[config.mk]
export PLATFORM = sky130hd
export DESIGN_NAME = csr_core_regs
export DESIGN_NICKNAME = d
export VERILOG_FILES = /design/src/hdl/csr_pkg.sv /design/src/hdl/csr_core_regs.sv /design/src/hdl/csr_flag_unit.sv /design/src/hdl/csr_data_pointer_bank.sv
export SDC_FILE = /design/constraint.sdc
export NUM_CORES = 1
export LEC_CHECK = 0
export BUFFER_PORTS_ARGS = -buffer_cell sky130_fd_sc_hd__buf_4
export CAP_MARGIN = 40
export CORE_UTILIZATION = 58
export CTS_CLUSTER_SIZE = 14
export DETAILED_ROUTE_END_ITERATION = 7
export PLACE_DENSITY_LB_ADDON = 0.08
export SYNTH_ARGS = -nofsm -noshare
export SYNTH_HDL_FRONTEND = slang
export SYNTH_HIERARCHICAL = 1
export SYNTH_SLANG_ARGS = --single-unit
[constraint.sdc]
create_clock -name core_clk -period 6.4 [get_ports core_clk]
set_clock_uncertainty 0.05 [all_clocks]
set_input_delay 0.32 -clock core_clk [delete_from_list [all_inputs] [get_ports core_clk]]
set_output_delay 0.32 -clock core_clk [all_outputs]
set_load 0.03 [all_outputs]
[src/hdl/csr_pkg.sv]
package csr_pkg;
    // Register addresses in the special-register space.
    localparam logic [7:0] SP_ADDR   = 8'h81;
    localparam logic [7:0] DPL_ADDR  = 8'h82;
    localparam logic [7:0] DPH_ADDR  = 8'h83;
    localparam logic [7:0] AUX1_ADDR = 8'ha2;
    localparam logic [7:0] PSW_ADDR  = 8'hd0;
    localparam logic [7:0] B_ADDR    = 8'hf0;
    // Reset values.
    localparam logic [7:0]  SP_RST   = 8'h07;
    localparam logic [7:0]  PSW_RST  = 8'h00;
    localparam logic [7:0]  AUX1_RST = 8'h00;
    localparam logic [7:0]  B_RST    = 8'h00;
    localparam logic [15:0] DATA_POINTER_RST = 16'h0000;
    // Status word fields.
    localparam int CY_BIT  = 7;
    localparam int AC_BIT  = 6;
    localparam int F0_BIT  = 5;
    localparam int RSH_BIT = 4;
    localparam int RSL_BIT = 3;
    localparam int OV_BIT  = 2;
    localparam int F1_BIT  = 1;
    localparam int P_BIT   = 0;
    // Auxiliary register fields; only these bits are stored.
    localparam int SEL_BIT = 0;
    localparam int GF2_BIT = 3;
    localparam logic [7:0] AUX1_MASK = 8'h09;
    typedef enum logic [2:0] {
        OP_ADD,
        OP_ADD_WITH_CARRY_OP,
        OP_SUBTRACT_BORROW_OP,
        OP_MUL,
        OP_DIV
    } csr_arith_t;
endpackage : csr_pkg

[src/hdl/csr_core_regs.sv]
//Contract
//- Stack pointer is 8 bits, incremented before a push or call stores data.
//- Reset loads stack pointer with 07h so first push lands at 08h.
//- Stack may sit anywhere in on-chip RAM, up to 256 bytes deep.
//- Helper register takes multiply/divide operands and results, else scratch storage.
//- Status word at D0h: carry, half carry, user0, bank high, bank low, overflow, user1, parity.
//- Carry set on add carry or subtract borrow, cleared by other arithmetic.
//- Carry is the one-bit operand and destination of Boolean instructions.
//- Half carry set on nibble carry or borrow, cleared by other arithmetic.
//- Bank bits map R0-R7 to 00h, 08h, 10h or 18h.
//- Overflow set on signed add/subtract overflow, product above 255, divide by zero.
//- Otherwise add, subtract, multiply and divide clear the overflow flag.
//- Parity bit is one when the accumulator holds an odd count of ones.
//- Two user flags are plain software storage with no side effects.
//- Each data pointer is 16 bits, reachable whole or as two bytes.
//- Two data pointers share addresses; only the selected one is seen and used.
//- Auxiliary register at A2h holds select at bit 0, flag at bit 3.
//- General flag in the auxiliary register is plain software storage.
//- Incrementing the auxiliary register toggles the select; pointers keep their values.
`timescale 1ns/1ps
module csr_core_regs
    import csr_pkg::*;
(
    input  wire         core_clk,        // Core clock, 125 MHz
    input  wire         rst,             // Synchronous reset, active high
    input  wire  [7:0]  bus_addr,        // Register address
    input  wire  [7:0]  bus_wdata,       // Register write data
    input  wire         bus_wr,          // Write strobe
    input  wire         bus_rd,          // Read strobe
    output logic [7:0]  bus_rdata_q,     // Read data, cycle after strobe
    input  wire  [7:0]  acc_in,          // Accumulator contents
    input  wire         push_req,        // Push or call store
    input  wire         pop_req,         // Pop or return read done
    input  csr_arith_t  arith_op,        // Arithmetic operation
    input  wire         arith_valid,     // Arithmetic flag update
    input  wire  [7:0]  arith_a,         // First operand
    input  wire  [7:0]  arith_b,         // Second operand
    input  wire         md_wr,           // Multiply/divide result to helper
    input  wire  [7:0]  md_data,         // Result byte for helper
    input  wire         bit_cy_wr,       // Boolean write of carry
    input  wire         bit_cy_val,      // Boolean carry value
    input  wire         data_pointer_ld,         // Load selected pointer
    input  wire  [15:0] data_pointer_val,        // Value for pointer load
    input  wire         data_pointer_inc,        // Increment selected pointer
    input  wire         aux_inc,         // Increment auxiliary register
    output logic [7:0]  stack_pointer_q, // Stack pointer
    output logic [7:0]  psw_q,           // Status word
    output logic [7:0]  helper_q,        // Multiply/divide helper
    output logic [7:0]  bank_base_q,     // Base of working registers
    output logic [15:0] data_pointer_q,  // Selected pointer
    output logic        pointer_select_q // Pointer select
);
    logic [7:0] sp_d;
    logic [7:0] psw_d;
    logic [7:0] helper_d;
    logic [7:0] aux_q;
    logic [7:0] aux_d;
    logic [7:0] rd_mux;
    logic       wr_sp;
    logic       wr_psw;
    logic       wr_aux;
    logic       wr_b;
    logic       fl_cy;
    logic       fl_ac;
    logic       fl_ov;

    assign wr_sp  = bus_wr && (bus_addr == SP_ADDR);
    assign wr_psw = bus_wr && (bus_addr == PSW_ADDR);
    assign wr_aux = bus_wr && (bus_addr == AUX1_ADDR);
    assign wr_b   = bus_wr && (bus_addr == B_ADDR);

    csr_flag_unit u_flags (
        .op  (arith_op),
        .a   (arith_a),
        .b   (arith_b),
        .cin (psw_q[CY_BIT]),
        .cy  (fl_cy),
        .ac  (fl_ac),
        .ov  (fl_ov)
    );

    // A software write is taken first; a push or pop in the same cycle
    // is dropped because the write states the intended pointer outright.
    always_comb begin
        sp_d = stack_pointer_q;
        if (wr_sp) begin
            sp_d = bus_wdata;
        end else if (push_req && !pop_req) begin
            sp_d = stack_pointer_q + 8'h01;
        end else if (pop_req && !push_req) begin
            sp_d = stack_pointer_q - 8'h01;
        end
    end

    always_ff @(posedge core_clk) begin
        if (rst) stack_pointer_q <= SP_RST;
        else stack_pointer_q <= sp_d;
    end

    // Hardware flag updates are applied after a software write so that an
    // event never gets lost to a clear in the same cycle.
    always_comb begin
        psw_d = psw_q;
        if (wr_psw) begin
            psw_d[7:1] = bus_wdata[7:1];
        end
        if (arith_valid) begin
            psw_d[CY_BIT] = fl_cy;
            psw_d[AC_BIT] = fl_ac;
            psw_d[OV_BIT] = fl_ov;
        end
        if (bit_cy_wr) begin
            psw_d[CY_BIT] = bit_cy_val;
        end
        psw_d[P_BIT] = ^acc_in;
    end

    always_ff @(posedge core_clk) begin
        if (rst) psw_q <= PSW_RST;
        else psw_q <= psw_d;
    end

    always_ff @(posedge core_clk) begin
        if (rst) bank_base_q <= 8'h00;
        else bank_base_q <= {3'b000, psw_d[RSH_BIT], psw_d[RSL_BIT], 3'b000};
    end

    always_comb begin
        helper_d = helper_q;
        if (md_wr) helper_d = md_data;
        else if (wr_b) helper_d = bus_wdata;
    end

    always_ff @(posedge core_clk) begin
        if (rst) helper_q <= B_RST;
        else helper_q <= helper_d;
    end

    always_comb begin
        aux_d = aux_q;
        if (wr_aux) aux_d = bus_wdata & AUX1_MASK;
        if (aux_inc) aux_d[SEL_BIT] = !aux_d[SEL_BIT];
    end

    always_ff @(posedge core_clk) begin
        if (rst) aux_q <= AUX1_RST;
        else aux_q <= aux_d;
    end

    always_ff @(posedge core_clk) begin
        if (rst) pointer_select_q <= 1'b0;
        else pointer_select_q <= aux_d[SEL_BIT];
    end

    csr_data_pointer_bank u_data_pointer (
        .core_clk (core_clk),
        .rst      (rst),
        .sel_q    (aux_q[SEL_BIT]),
        .sel_d    (aux_d[SEL_BIT]),
        .wr_lo    (bus_wr && (bus_addr == DPL_ADDR)),
        .wr_hi    (bus_wr && (bus_addr == DPH_ADDR)),
        .wdata    (bus_wdata),
        .ld16     (data_pointer_ld),
        .val16    (data_pointer_val),
        .inc      (data_pointer_inc),
        .cur_q    (data_pointer_q)
    );

    // Reads see the state before any write in the same cycle.
    always_comb begin
        unique case (bus_addr)
            SP_ADDR:   rd_mux = stack_pointer_q;
            DPL_ADDR:  rd_mux = data_pointer_q[7:0];
            DPH_ADDR:  rd_mux = data_pointer_q[15:8];
            AUX1_ADDR: rd_mux = aux_q;
            PSW_ADDR:  rd_mux = psw_q;
            B_ADDR:    rd_mux = helper_q;
            default:   rd_mux = 8'h00;
        endcase
    end

    always_ff @(posedge core_clk) begin
        if (rst) bus_rdata_q <= 8'h00;
        else bus_rdata_q <= bus_rd ? rd_mux : 8'h00;
    end

    a_sp_reset_val: assert property (@(posedge core_clk)
        rst |=> stack_pointer_q == SP_RST)
        else $error("stack pointer not 07h after reset");

    a_sp_push_inc: assert property (@(posedge core_clk) disable iff (rst)
        push_req && !pop_req && !wr_sp |=>
        stack_pointer_q == $past(stack_pointer_q) + 8'h01)
        else $error("push did not increment stack pointer");

    a_sp_full_wrap: assert property (@(posedge core_clk) disable iff (rst)
        stack_pointer_q == 8'hff && push_req && !pop_req && !wr_sp
        |=> stack_pointer_q == 8'h00)
        else $error("stack pointer did not wrap");

    a_parity_track: assert property (@(posedge core_clk) disable iff (rst)
        1'b1 |=> psw_q[P_BIT] == ^$past(acc_in))
        else $error("parity does not follow accumulator");

    a_bank_map_base: assert property (@(posedge core_clk) disable iff (rst)
        bank_base_q == {3'b000, psw_q[RSH_BIT], psw_q[RSL_BIT], 3'b000})
        else $error("bank base does not match select bits");

    a_mul_ovf_flag: assert property (@(posedge core_clk) disable iff (rst)
        arith_valid && arith_op == OP_MUL |=>
        psw_q[OV_BIT] == ($past(arith_a) * $past(arith_b) > 255))
        else $error("multiply overflow flag wrong");

    a_div_zero_flag: assert property (@(posedge core_clk) disable iff (rst)
        arith_valid && arith_op == OP_DIV |=>
        psw_q[OV_BIT] == ($past(arith_b) == 8'h00))
        else $error("divide overflow flag wrong");

    a_md_carry_clr: assert property (@(posedge core_clk) disable iff (rst)
        arith_valid && arith_op inside {OP_MUL, OP_DIV} && !bit_cy_wr
        |=> !psw_q[CY_BIT] && !psw_q[AC_BIT])
        else $error("carry not cleared by multiply or divide");

    a_user_flag_hold: assert property (@(posedge core_clk) disable iff (rst)
        !wr_psw |=> psw_q[F0_BIT] == $past(psw_q[F0_BIT])
        && psw_q[F1_BIT] == $past(psw_q[F1_BIT]))
        else $error("user flag changed without write");

    a_sel_inc_toggle: assert property (@(posedge core_clk) disable iff (rst)
        aux_inc && !wr_aux |=> pointer_select_q != $past(pointer_select_q))
        else $error("increment did not toggle select");

    a_helper_result: assert property (@(posedge core_clk) disable iff (rst)
        md_wr |=> helper_q == $past(md_data))
        else $error("helper did not take result");

    a_sp_pop_dec: assert property (@(posedge core_clk) disable iff (rst)
        pop_req && !push_req && !wr_sp |=> stack_pointer_q == $past(stack_pointer_q) - 8'h01)
        else $error("pop did not decrement stack pointer");

    a_sp_both_hold: assert property (@(posedge core_clk) disable iff (rst)
        push_req && pop_req && !wr_sp |=> stack_pointer_q == $past(stack_pointer_q))
        else $error("push with pop moved stack pointer");

    a_sp_sw_write: assert property (@(posedge core_clk) disable iff (rst)
        wr_sp |=> stack_pointer_q == $past(bus_wdata))
        else $error("stack pointer write lost");

    a_add_carry_out: assert property (@(posedge core_clk) disable iff (rst)
        arith_valid && arith_op == OP_ADD && !bit_cy_wr |=> psw_q[CY_BIT] ==
        (({1'b0, $past(arith_a)} + {1'b0, $past(arith_b)}) >= 9'h100))
        else $error("add carry wrong");

    a_add_half_out: assert property (@(posedge core_clk) disable iff (rst)
        arith_valid && arith_op == OP_ADD |=> psw_q[AC_BIT] ==
        (({1'b0, $past(arith_a[3:0])} + {1'b0, $past(arith_b[3:0])}) >= 5'h10))
        else $error("add half carry wrong");

    a_subtract_borrow_op_borrow_out: assert property (@(posedge core_clk) disable iff (rst)
        arith_valid && arith_op == OP_SUBTRACT_BORROW_OP && !bit_cy_wr |=> psw_q[CY_BIT] ==
        ({1'b0, $past(arith_a)} < ({1'b0, $past(arith_b)} + {8'h00, $past(psw_q[CY_BIT])})))
        else $error("subtract borrow wrong");

    a_bool_carry_wr: assert property (@(posedge core_clk) disable iff (rst)
        bit_cy_wr |=> psw_q[CY_BIT] == $past(bit_cy_val))
        else $error("Boolean carry write lost");

    a_flags_hold: assert property (@(posedge core_clk) disable iff (rst)
        !arith_valid && !bit_cy_wr && !wr_psw |=> psw_q[7:6] == $past(psw_q[7:6])
        && psw_q[OV_BIT] == $past(psw_q[OV_BIT]))
        else $error("arithmetic flags changed without cause");

    a_psw_sw_write: assert property (@(posedge core_clk) disable iff (rst)
        wr_psw && !arith_valid && !bit_cy_wr |=> psw_q[7:1] == $past(bus_wdata[7:1]))
        else $error("status word write lost");

    a_bank_hold: assert property (@(posedge core_clk) disable iff (rst)
        !wr_psw |=> psw_q[4:3] == $past(psw_q[4:3]))
        else $error("bank select changed without write");

    a_helper_sw_wr: assert property (@(posedge core_clk) disable iff (rst)
        wr_b && !md_wr |=> helper_q == $past(bus_wdata))
        else $error("helper write lost");

    a_helper_hold: assert property (@(posedge core_clk) disable iff (rst)
        !wr_b && !md_wr |=> helper_q == $past(helper_q))
        else $error("helper changed without write");

    a_aux_write_mask: assert property (@(posedge core_clk) disable iff (rst)
        wr_aux && !aux_inc |=> aux_q == ($past(bus_wdata) & AUX1_MASK))
        else $error("auxiliary write wrong");

    a_aux_unused_zero: assert property (@(posedge core_clk) disable iff (rst)
        (aux_q & ~AUX1_MASK) == 8'h00)
        else $error("unused auxiliary bit set");

    a_aux_hold: assert property (@(posedge core_clk) disable iff (rst)
        !wr_aux && !aux_inc |=> aux_q == $past(aux_q))
        else $error("auxiliary changed without cause");

    a_sel_matches_aux: assert property (@(posedge core_clk) disable iff (rst)
        pointer_select_q == aux_q[SEL_BIT])
        else $error("select output differs from register");

    a_rdata_idle: assert property (@(posedge core_clk) disable iff (rst)
        !bus_rd |=> bus_rdata_q == 8'h00)
        else $error("read data not cleared");

    a_rdata_sp: assert property (@(posedge core_clk) disable iff (rst)
        bus_rd && bus_addr == SP_ADDR |=> bus_rdata_q == $past(stack_pointer_q))
        else $error("stack pointer read wrong");

    a_rdata_psw: assert property (@(posedge core_clk) disable iff (rst)
        bus_rd && bus_addr == PSW_ADDR |=> bus_rdata_q == $past(psw_q))
        else $error("status word read wrong");

    a_rdata_dpl: assert property (@(posedge core_clk) disable iff (rst)
        bus_rd && bus_addr == DPL_ADDR |=> bus_rdata_q == $past(data_pointer_q[7:0]))
        else $error("pointer low byte read wrong");

    a_rdata_helper: assert property (@(posedge core_clk) disable iff (rst)
        bus_rd && bus_addr == B_ADDR |=> bus_rdata_q == $past(helper_q))
        else $error("helper read wrong");

    a_rdata_aux: assert property (@(posedge core_clk) disable iff (rst)
        bus_rd && bus_addr == AUX1_ADDR |=> bus_rdata_q == $past(aux_q))
        else $error("auxiliary read wrong");

    a_ptr_load: assert property (@(posedge core_clk) disable iff (rst)
        data_pointer_ld && !aux_inc && !wr_aux |=> data_pointer_q == $past(data_pointer_val))
        else $error("pointer load lost");

    a_ptr_inc: assert property (@(posedge core_clk) disable iff (rst)
        data_pointer_inc && !data_pointer_ld && !aux_inc && !wr_aux |=>
        data_pointer_q == $past(data_pointer_q) + 16'h0001)
        else $error("pointer increment wrong");

    c_div_zero: cover property (@(posedge core_clk) disable iff (rst)
        arith_valid && arith_op == OP_DIV && arith_b == 8'h00);
    c_bank_three: cover property (@(posedge core_clk) disable iff (rst)
        bank_base_q == 8'h18);
    c_push_pop: cover property (@(posedge core_clk) disable iff (rst)
        push_req ##1 pop_req);
    c_sel_swap: cover property (@(posedge core_clk) disable iff (rst)
        aux_inc ##1 data_pointer_inc ##1 aux_inc);
    c_mul_ovf: cover property (@(posedge core_clk) disable iff (rst)
        arith_valid && arith_op == OP_MUL && fl_ov);
endmodule : csr_core_regs

[src/hdl/csr_flag_unit.sv]
`timescale 1ns/1ps
module csr_flag_unit
    import csr_pkg::*;
(
    input  csr_arith_t op,     // Arithmetic operation
    input  wire  [7:0] a,      // First operand
    input  wire  [7:0] b,      // Second operand
    input  wire        cin,    // Carry in
    output logic       cy,     // Carry or borrow
    output logic       ac,     // Nibble carry or borrow
    output logic       ov      // Overflow
);
    logic [8:0]  sum;
    logic [4:0]  low;
    logic [15:0] prod;
    logic        ci;

    always_comb begin
        ci   = (op == OP_ADD_WITH_CARRY_OP || op == OP_SUBTRACT_BORROW_OP) ? cin : 1'b0;
        sum  = 9'h000;
        low  = 5'h00;
        prod = a * b;
        cy   = 1'b0;
        ac   = 1'b0;
        ov   = 1'b0;
        unique case (op)
            OP_ADD, OP_ADD_WITH_CARRY_OP: begin
                sum = {1'b0, a} + {1'b0, b} + {8'h00, ci};
                low = {1'b0, a[3:0]} + {1'b0, b[3:0]} + {4'h0, ci};
                cy  = sum[8];
                ac  = low[4];
                ov  = (a[7] == b[7]) && (sum[7] != a[7]);
            end
            OP_SUBTRACT_BORROW_OP: begin
                sum = {1'b0, a} - {1'b0, b} - {8'h00, ci};
                low = {1'b0, a[3:0]} - {1'b0, b[3:0]} - {4'h0, ci};
                cy  = sum[8];
                ac  = low[4];
                ov  = (a[7] != b[7]) && (sum[7] != a[7]);
            end
            OP_MUL: ov = |prod[15:8];
            OP_DIV: ov = (b == 8'h00);
            default: ov = 1'b0;
        endcase
    end
endmodule : csr_flag_unit

[src/hdl/csr_data_pointer_bank.sv]
`timescale 1ns/1ps
module csr_data_pointer_bank
    import csr_pkg::*;
(
    input  wire         core_clk, // Core clock
    input  wire         rst,      // Synchronous reset, active high
    input  wire         sel_q,    // Select in force this cycle
    input  wire         sel_d,    // Select for the next cycle
    input  wire         wr_lo,    // Write low byte
    input  wire         wr_hi,    // Write high byte
    input  wire  [7:0]  wdata,    // Byte write data
    input  wire         ld16,     // Load whole pointer
    input  wire  [15:0] val16,    // Whole pointer value
    input  wire         inc,      // Increment pointer
    output logic [15:0] cur_q     // Pointer selected now
);
    logic [15:0] ptr_q [2];
    logic [15:0] ptr_d [2];

    for (genvar i = 0; i < 2; i++) begin : g_ptr
        always_comb begin
            ptr_d[i] = ptr_q[i];
            if (sel_q == 1'(i)) begin
                if (ld16) begin
                    ptr_d[i] = val16;
                end else if (inc) begin
                    ptr_d[i] = ptr_q[i] + 16'h0001;
                end else begin
                    if (wr_lo) ptr_d[i][7:0] = wdata;
                    if (wr_hi) ptr_d[i][15:8] = wdata;
                end
            end
        end

        always_ff @(posedge core_clk) begin
            if (rst) ptr_q[i] <= DATA_POINTER_RST;
            else ptr_q[i] <= ptr_d[i];
        end

        a_unsel_hold: assert property (@(posedge core_clk) disable iff (rst)
            sel_q != 1'(i) |=> ptr_q[i] == $past(ptr_q[i]))
            else $error("unselected pointer changed");
    end

    always_ff @(posedge core_clk) begin
        if (rst) cur_q <= DATA_POINTER_RST;
        else cur_q <= ptr_d[sel_d];
    end
endmodule : csr_data_pointer_bank

==> summary.md, run 1 <==
| Metric | Value |
|---|---|
| Die area | 0.0141 sq mm |
| Initial antenna violation count | 1 |
| Area growth syn-to-layout | 15.3% |
| Total CTS buffers | 9 |
| Largest cells by area after synthesis | dfxtp_1 (21%), ha_1 (9.6%), fa_1 (9.6%) |
| IO Port Bufs | 130 |
| Slowest CP cell | fa_1 |
| Seq/Total Area, Yosys | 0.207 |
| Num Clock Sinks | between 80 and 90 |
| Arrival time worst endpoint | approximately 5 ns |
| Endpoints failing hold | 0 |
| Pre-antenna DRT Iters | 6 |
| Min-Delay Path Class | input pin to register |
| RSZ-0062 raised after global routing | no |
| Worst-path cell chain | buf_4, and2_1, fa_1, inv_1, fa_1, inv_1, fa_1, fa_1, ha_1, a21o_1, a2111o_1, a41oi_1, nor2_1, nand4_1, or3b_1, mux2i_1, a41oi_1, mux2i_1, nor2_1 |
| Sequential share of power | 0.311 |
| Post-Synthesis Cell Area | ~0.0079 sq mm |
| DIE HEIGHT | between 100 and 150 um |
| Slowest stage delay, CP | 0.54 ns |
| Syn Inst Count | between 900 and 1000 |
| Antenna Nets Post-Route | 0 |
| Global-route wire length before repair | 36600 um |
| H-Tree Depth | 3 |
| Slew Limit Fails | 0 |
| Largest net degree at the start of global routing | 60 |
| Final nets | between 1000 and 1500 |
| Fmax achieved | 206 MHz |
| Congestion Overflow GR | 0 |
| Comb pwr share | 0.450 |
| Post-CTS Setup Bufs | 0 |
| Site Rows | 42 |
| Layout cell share with drive strength beyond 1 | 0.188 |
| Synth Register Bits | 82 |
| Internal power | 1210 uW |
| Initial Util | 0.595 |
| Final setup viols | 0 |
| Worst path required time | 6.55 ns |
| Worst-path clk slew | 0.05 ns |
| Drt total wl | 22800 um |
| Routed vias | 7660 |
| DRC Markers | 0 |
| Pwr dens | 219 mW/mm^2 |
| Clk pwr share | 0.239 |
| Max-Slew Margin vs Limit | 0.431 |
| CTS Hold Bufs | 0 |
| Routed length per instance | 18.5 um |
| Ys Warns | 6 |
| Die X | between 100 and 150 um |
| Clk_lat worst skew | ~0.34 ns |
| Synth cell types | 83 |
| Critical Path Start Type | input pin |
| Total power | 2000 uW |
| Maximum vdd drop | 0.140 mV |
| CP Buf/Inv Count | 3 |
| Leakage power | 0.00413 uW |
| Top cell type's share of synthesized area | 0.207 |
| Min Tclk post-route | about 4.8 ns |
| Status | complete, no violations |
| Synth Flop Type | dfxtp_1 |
| Dominant cell type by area after synthesis | dfxtp_1 |
| Io pins | 137 |
| CP Class | input pin to register |
| Post-DR vias/cell | 6.22 |
| Switching pwr | between 700 and 800 uW |
| Async set or reset register ratio after synthesis | 0 |
| HPWL Detailed | 17200 um |
| Most frequent CP cell | fa_1 |
| Post-Layout Cell Count | 1231 |
| Root Driver | clkbuf_16 |
| Fin crit share | 0.757 |
| Max_cap viols | 0 |
| Crit path capture type | register |
| Placer Congestion | 0.917 |
| Crit path max-delay family | adder cells |
| Post-synth EDFFs | 0 |
| CP max FO | 10 |
| Vias in the first global route | about 7100 |
| Resized Gates After CTS | 0 |
| Least-Margin Pin Slew | 0.853 ns |
| Syn Area/Cell | 8.27 sq um |
| CTS tree | done |
| Dpl cells | 1214 |
| Sw Share | 0.393 |
| Clock tree buffer depth | 2 |
| Initial DRC Count | 856 |
| GRT Overall Usage | 0.328 |
| Setup_tns | 0 ns |
| Core ar. | between 0.01 and 0.015 sq mm |
## worst register-to-register path, delay by kind of cell (launching register included)
family                     cells  cell delay (ns)
buffers and inverters          1             0.06
and+or+nand+nor                3             0.48
adders and majority gates      2             0.70
DFF                            1             0.39
AOI/OAI and AO/OA              8             1.40
xor gates and xnor gates       1             0.08
## cells in the final DEF, fill, tap and decap left out, types with 16 or more instances in the layout
| cell | synthesis | final |
|---|---|---|
| mux2_2 | 23 | 23 |
| ha_1 | 61 | 61 |
| mux2i_1 | 34 | 34 |
| inv_1 | 74 | 74 |
| fa_1 | 38 | 38 |
| buf_4 | 10 | 133 |
| nand2_1 | 74 | 74 |
| and2_1 | 32 | 32 |
| nor2_1 | 102 | 102 |
| o21ai_0 | 34 | 34 |
| a211oi_1 | 18 | 18 |
| nand4_1 | 21 | 21 |
| xnor2_1 | 16 | 16 |
| nand2b_1 | 16 | 16 |
| nand3_1 | 18 | 18 |
| a21oi_1 | 39 | 39 |
| nor3_1 | 18 | 18 |
| dfxtp_1 | 82 | 81 |
## cell usage after synthesis, types with 10 or more instances
master and instances:
buf_2 15, a211oi_1 18, clkbuf_1 24, nand4_1 21
mux2i_1 34, dfxtp_1 82, nand2b_1 16, o22ai_1 14
ha_1 61, fa_1 38, xnor2_1 16, nand2_1 74
a21oi_1 39, nor2_1 102, nor3_1 18, nor2b_1 10
and2_1 32, mux2_2 23, nand3_1 18, o21ai_0 34
inv_1 74, buf_4 10
## final cells by class
class | instances | area (sq um)
Antenna cell | 1 | 2.50
Clock buffer | 13 | 250
Clock inverter | 3 | 15.0
Fill cell | 1178 | 4170
Inverter | 74 | 278
Multi-Input combinational cell | 749 | 5720
Sequential cell | 82 | 1640
Tap cell | 176 | 220
Timing Repair Buffer | 133 | 998
## power groups by stage
| stage | Combinational [uW] | Clock [uW] | Sequential (uW) |
|---|---|---|---|
| 2_1_floorplan | 598 | 0 | 665 |
| 3_5_place_dp | 889 | 0 | 631 |
| 4_1_cts | 897 | 480 | 619 |
| 3_3_place_gp | 874 | 0 | 630 |
| 5_1_grt | 1000 | 500 | 628 |
| 6_report | 901 | 477 | 622 |
## metrics by stage
step | cell area [sq um] | hold WS (ns) | worst slack (ns) | utilization
4_1_cts | 9130 | 0.185 | 1.55 | 0.686
3_3_place_gp | 8860 | 0.432 | 1.33 | 0.666
6_report | 9130 | 0.184 | 1.56 | 0.687
2_1_floorplan | 7930 | 0.354 | 1.65 | -
5_1_grt | 9130 | 0.230 | 1.26 | 0.686
3_5_place_dp | 8860 | 0.459 | 1.20 | 0.666
## layer usage
layer | up-vias | track usage | part of all wire
met5 | - | 0 | 0
met4 | 0 | 0.119 | 0.026
met1 | 3615 | 0.453 | 0.44
met3 | 50 | 0.0575 | 0.088
met2 | 379 | 0.513 | 0.45
li1 | 3616 | - | -
## flip-flops by register name (all words and copies together), names as in the netlist
| signal | cells |
|---|---|
| stack_pointer_q | 8 |
| bus_rdata_q | 8 |
| aux_q | 2 |
| u_data_pointer/ptr_q | 32 |
| helper_q | 8 |
| psw_q | 8 |
| u_data_pointer/cur_q | 16 |
## final timing paths
check                              from                     to  slack (ns)  cells past startpoint
setup / recovery             arith_b[4]  psw_q[2]$_SDFFE_PP0P_        1.56                     19
setup reg to reg  psw_q[7]$_SDFFE_PP0P_  psw_q[7]$_SDFFE_PP0P_        3.19                     15
hold / removal               bit_cy_val  psw_q[7]$_SDFFE_PP0P_        0.18                      3
hold reg to reg   aux_q[3]$_SDFFE_PP0P_  aux_q[3]$_SDFFE_PP0P_        0.49                      2
## cell families (layout without fill, tap and decap cells)
logic type,after synthesis,after routing,share of synthesized area
xor gates and xnor gates,23,23,0.0255
muxes,57,57,0.0757
AOI/OAI and AO/OA,210,210,0.192
and+or+nand+nor,354,354,0.234
other,1,7,0.000474
buffers and inverters,131,223,0.0721
adders and majority gates,99,99,0.193
DFF,82,82,0.207
(Power assumes the default switching activity.)
==> run 2, diff against run 1 <==
Settings changed: ABC_AREA from default to 1, CORE_UTILIZATION 58 to 53.
Clock period 6.4 ns to 4.4 ns, I/O delays scaled along.
==> run 2 against run 1 <==
Combinational power grew 70%. Clock power grew 78%. Sequential cell count unchanged. Sequential power increased by 43%. Global-route usage fell by 1.2 points. Wire length up 14%. Worst hold slack lost 0.049 ns. Register-to-register slack lost 1.5 ns. Critical endpoint unchanged. Setup slack worse by 1.3 ns. Via count up 19%.
==> summary.md, run 2 <==
| Metric | Value |
|---|---|
| Routed length per instance | 15.4 um (was 18.5 um) |
| Area growth syn-to-layout | 16.2% (was 15.3%) |
| CTS Hold Bufs | 0 (unchanged) |
| Routed vias | 9081 (was 7660) |
| Synth Flop Type | dfxtp_1 (unchanged) |
| Worst-path clk slew | 0.06 ns (was 0.05 ns) |
| Register area | 0.00164 sq mm (about the same) |
| Ys Warns | 6 (unchanged) |
| Pre-antenna DRT Iters | 7 (was 6) |
| Max_cap viols | 0 (unchanged) |
| Post-Synthesis Cell Area | 0.00861 sq mm (was 0.00791 sq mm) |
| HPWL Detailed | 20000 um (was 17200 um) |
| Global-route wire length before repair | 40800 um (was 36600 um) |
| Drt total wl | 26000 um (was 22800 um) |
| Post-synth EDFFs | 0 (unchanged) |
| CTS tree | done (unchanged) |
| Io pins | 137 (unchanged) |
| IO Port Bufs | 130 (unchanged) |
| Synth top cells by count | nand2_1 (399), inv_1 (225), nor2_1 (118), nand3_1 (85), dfxtp_1 (82) (was nor2_1 (102), dfxtp_1 (82), inv_1 (74), nand2_1 (74), ha_1 (61)) |
| Min Tclk post-route | a little over 4 ns |
| Antenna cells | 0 (was 1) |
| Pre-CTS WS | -0.107 ns (was 1.20 ns) |
| Endpoints failing hold | 0 (unchanged) |
| Most common cell in the netlist | nand2_1 (was nor2_1) |
| Die area | 0.0168 sq mm (was 0.0141 sq mm) |
| Dominant cell type by area after synthesis | dfxtp_1 (unchanged) |
| Biggest register | u_data_pointer/ptr_q (unchanged) |
| Max-Slew Margin vs Limit | 0.438 (was 0.431) |
| Setup_tns | 0 ns (unchanged) |
| Initial DRC Count | 873 (was 856) |
| Pwr dens | 326 mW/mm^2 (was 219 mW/mm^2) |
| RSZ-0062 raised after global routing | no (unchanged) |
| Sequential share of power | 0.272 (was 0.311) |
| Most common cell after layout, fill and taps aside | nand2_1 (was buf_4) |
| Fin crit share | 0.938 |
| CP max FO | 9 (was 10) |
| Layout cell share with drive strength beyond 1 | 0.147 (was 0.188) |
| Root Driver | clkbuf_16 (unchanged) |
| Critical Path Start Type | input pin (unchanged) |
| Largest registers | u_data_pointer/ptr_q: 32 flops, u_data_pointer/cur_q: 16 flops (unchanged) |
| Congestion Overflow GR | 0 (unchanged) |
| Clock tree buffer depth | 2 (unchanged) |
| Maximum vdd drop | 0.263 mV (was 0.140 mV) |
| Fillcell total | 1565 (was 1178) |
| Internal power | 1910 uW (was 1210 uW) |
| Footprint of the multi-input gates | 0.00576 sq mm (was 0.00572 sq mm) |
| Clk_lat worst skew | 0.35 ns (was 0.34 ns) |
| Initial antenna violation count | 0 (was 1) |
| DIE HEIGHT | 129 um (was 119 um) |
| Dpl cells | 1675 (was 1214) |
| Seq/Total Area, Yosys | 0.191 (was 0.207) |
| Die X | 129 um (was 119 um) |
| Syn Inst Count | 1365 (was 957) |
| Core ar. | 0.0159 sq mm (was 0.0133 sq mm) |
| Max FFs per register | 32 (unchanged) |
| CP Class | input pin to register (unchanged) |
| Syn Area/Cell | 6.31 sq um (was 8.27 sq um) |
| Worst path required time | 4.56 ns (was 6.55 ns) |
| Final worst slack | 0.273 ns (was 1.56 ns) |
| Most frequent cells in the layout | nand2_1 (399), inv_1 (225), buf_4 (146), nor2_1 (118), nand3_1 (85) (was buf_4 (133), nor2_1 (102), dfxtp_1 (81), inv_1 (74), nand2_1 (74)) |
| Async set or reset register ratio after synthesis | 0 (unchanged) |
| Fmax achieved | 242 MHz |
| Least-Margin Pin Slew | 0.842 ns (was 0.853 ns) |
| Status | complete, no violations (unchanged) |
| Min-Delay Path Class | input pin to register (unchanged) |
| Final nets | 1649 (was 1228) |
| DRC Markers | 0 (unchanged) |
| Placer Congestion | 0.994 (was 0.917) |
| Site Rows | 46 (was 42) |
| Synth Register Bits | 82 (unchanged) |
| Sw Share | 0.414 (was 0.393) |
| Total power | 3260 uW (was 2000 uW) |
| Comb pwr share | 0.468 (was 0.450) |
| Post-Layout Cell Count | 1691 (was 1231) |
| Num Clock Sinks | 82 (unchanged) |
| Initial Util | 0.542 (was 0.595) |
| Antenna Nets Post-Route | 0 (unchanged) |
| Slew Limit Fails | 0 (unchanged) |
| Switching pwr | 1350 uW (was 786 uW) |
| Total CTS buffers | 9 (unchanged) |
| H-Tree Depth | 3 (unchanged) |
| Post-CTS Setup Bufs | 0 (unchanged) |
| Crit path capture type | register (unchanged) |
| GRT Overall Usage | 0.316 (was 0.328) |
| Top cell type's share of synthesized area | 0.191 (was 0.207) |
| Synth cell types | 52 (was 83) |
| Arrival time worst endpoint | 4.28 ns (was 4.99 ns) |
| Leakage power | 0.00544 uW (was 0.00413 uW) |
| Clk pwr share | 0.260 (was 0.239) |
| Final setup viols | 0 (unchanged) |
| Vias in the first global route | 7884 (was 7077) |
| Largest net degree at the start of global routing | 41 (was 60) |
| Resized Gates After CTS | 0 (unchanged) |
| Largest cells by area after synthesis | dfxtp_1 (19%), nand2_1 (17%), inv_1 (9.8%) (was dfxtp_1 (21%), ha_1 (9.6%), fa_1 (9.6%)) |
| Post-DR vias/cell | 5.37 (was 6.22) |
## run 2: cell count changes after synthesis, moves of 18 or more
cell | previous run | this run
a211oi_1 | 18 | 0
and2_1 | 32 | 4
nand3_1 | 18 | 85
mux2_2 | 23 | 0
nand2_1 | 74 | 399
o21ai_0 | 34 | 72
a21oi_1 | 39 | 76
mux2i_1 | 34 | 0
inv_1 | 74 | 225
## run 2: power groups by stage
stage	combinational, uW	clock, uW	sequential, uW
5_1_grt	1730	885	893
4_1_cts	1520	856	884
6_report	1530	849	887
2_1_floorplan	1030	0	946
3_3_place_gp	1490	0	901
3_5_place_dp	1500	0	901
## run 2: final cells by class
cell class | count | share of cell area
Clock buffer | 11 | 0.0243
Clock inverter | 5 | 0.00851
Inverter | 232 | 0.0873
Multi-Input combinational cell | 998 | 0.576
Sequential cell | 82 | 0.164
Tap cell | 216 | 0.0270
Timing Repair Buffer | 147 | 0.112
## run 2: final timing paths
| path | from | endpoint | slack [ns] | depth (start not counted) |
|---|---|---|---|---|
| max | arith_b[4] | psw_q[2]$_SDFFE_PP0P_ | 0.27 | 25 |
| min | aux_inc | aux_q[0]$_SDFF_PP0_ | 0.14 | 4 |
| max reg2reg | psw_q[7]$_SDFFE_PP0P_ | psw_q[7]$_SDFFE_PP0P_ | 1.72 | 15 |
| min reg2reg | aux_q[3]$_SDFFE_PP0P_ | aux_q[3]$_SDFFE_PP0P_ | 0.42 | 2 |
## run 2: kinds of logic (layout without fill, tap and decap cells)
| group | Yosys count | in the layout | share of synthesized area |
|---|---|---|---|
| AND/OR/NAND/NOR | 668 | 668 | 0.334 |
| buffers and inverters | 290 | 395 | 0.144 |
| AO/OA/AOI/OAI | 203 | 203 | 0.132 |
| adder cells (fa/ha/maj) | 99 | 99 | 0.177 |
| flip-flops | 82 | 82 | 0.191 |
| XOR/XNOR | 22 | 22 | 0.0224 |
| other | 1 | 6 | 0.000436 |
## run 2: stage by stage
stage	instance area, sq um	hold slack, ns	util
after floorplan	8630	0.296	-
after global routing	10000	0.148	0.629
after global placement	9640	0.409	0.607
after detailed placement	9670	0.412	0.609
final	10000	0.135	0.629
after CTS	10000	0.118	0.629
## run 2: worst max-delay path: stages
cell     delay, ns
buf_4         0.08
buf_4         0.16
nand2_1       0.09
fa_1          0.56
fa_1          0.44
fa_1          0.58
inv_1         0.07
fa_1          0.48
ha_1          0.36
a21oi_1       0.22
nand2_1       0.13
a21oi_2       0.16
nand2_1       0.06
nand2_1       0.05
nand2_1       0.04
inv_1         0.04
nand2_1       0.04
nor2_1        0.08
nand2_1       0.10
nand2_1       0.08
nand2_1       0.05
nand2_1       0.06
nand2_1       0.04
inv_1         0.04
a21oi_1       0.05
## run 2: per-layer routing
layer  global-route usage  share of wire
met4               0.0958          0.026
met2                0.479           0.43
met5                    0              0
met1                0.458           0.45
met3               0.0533          0.095
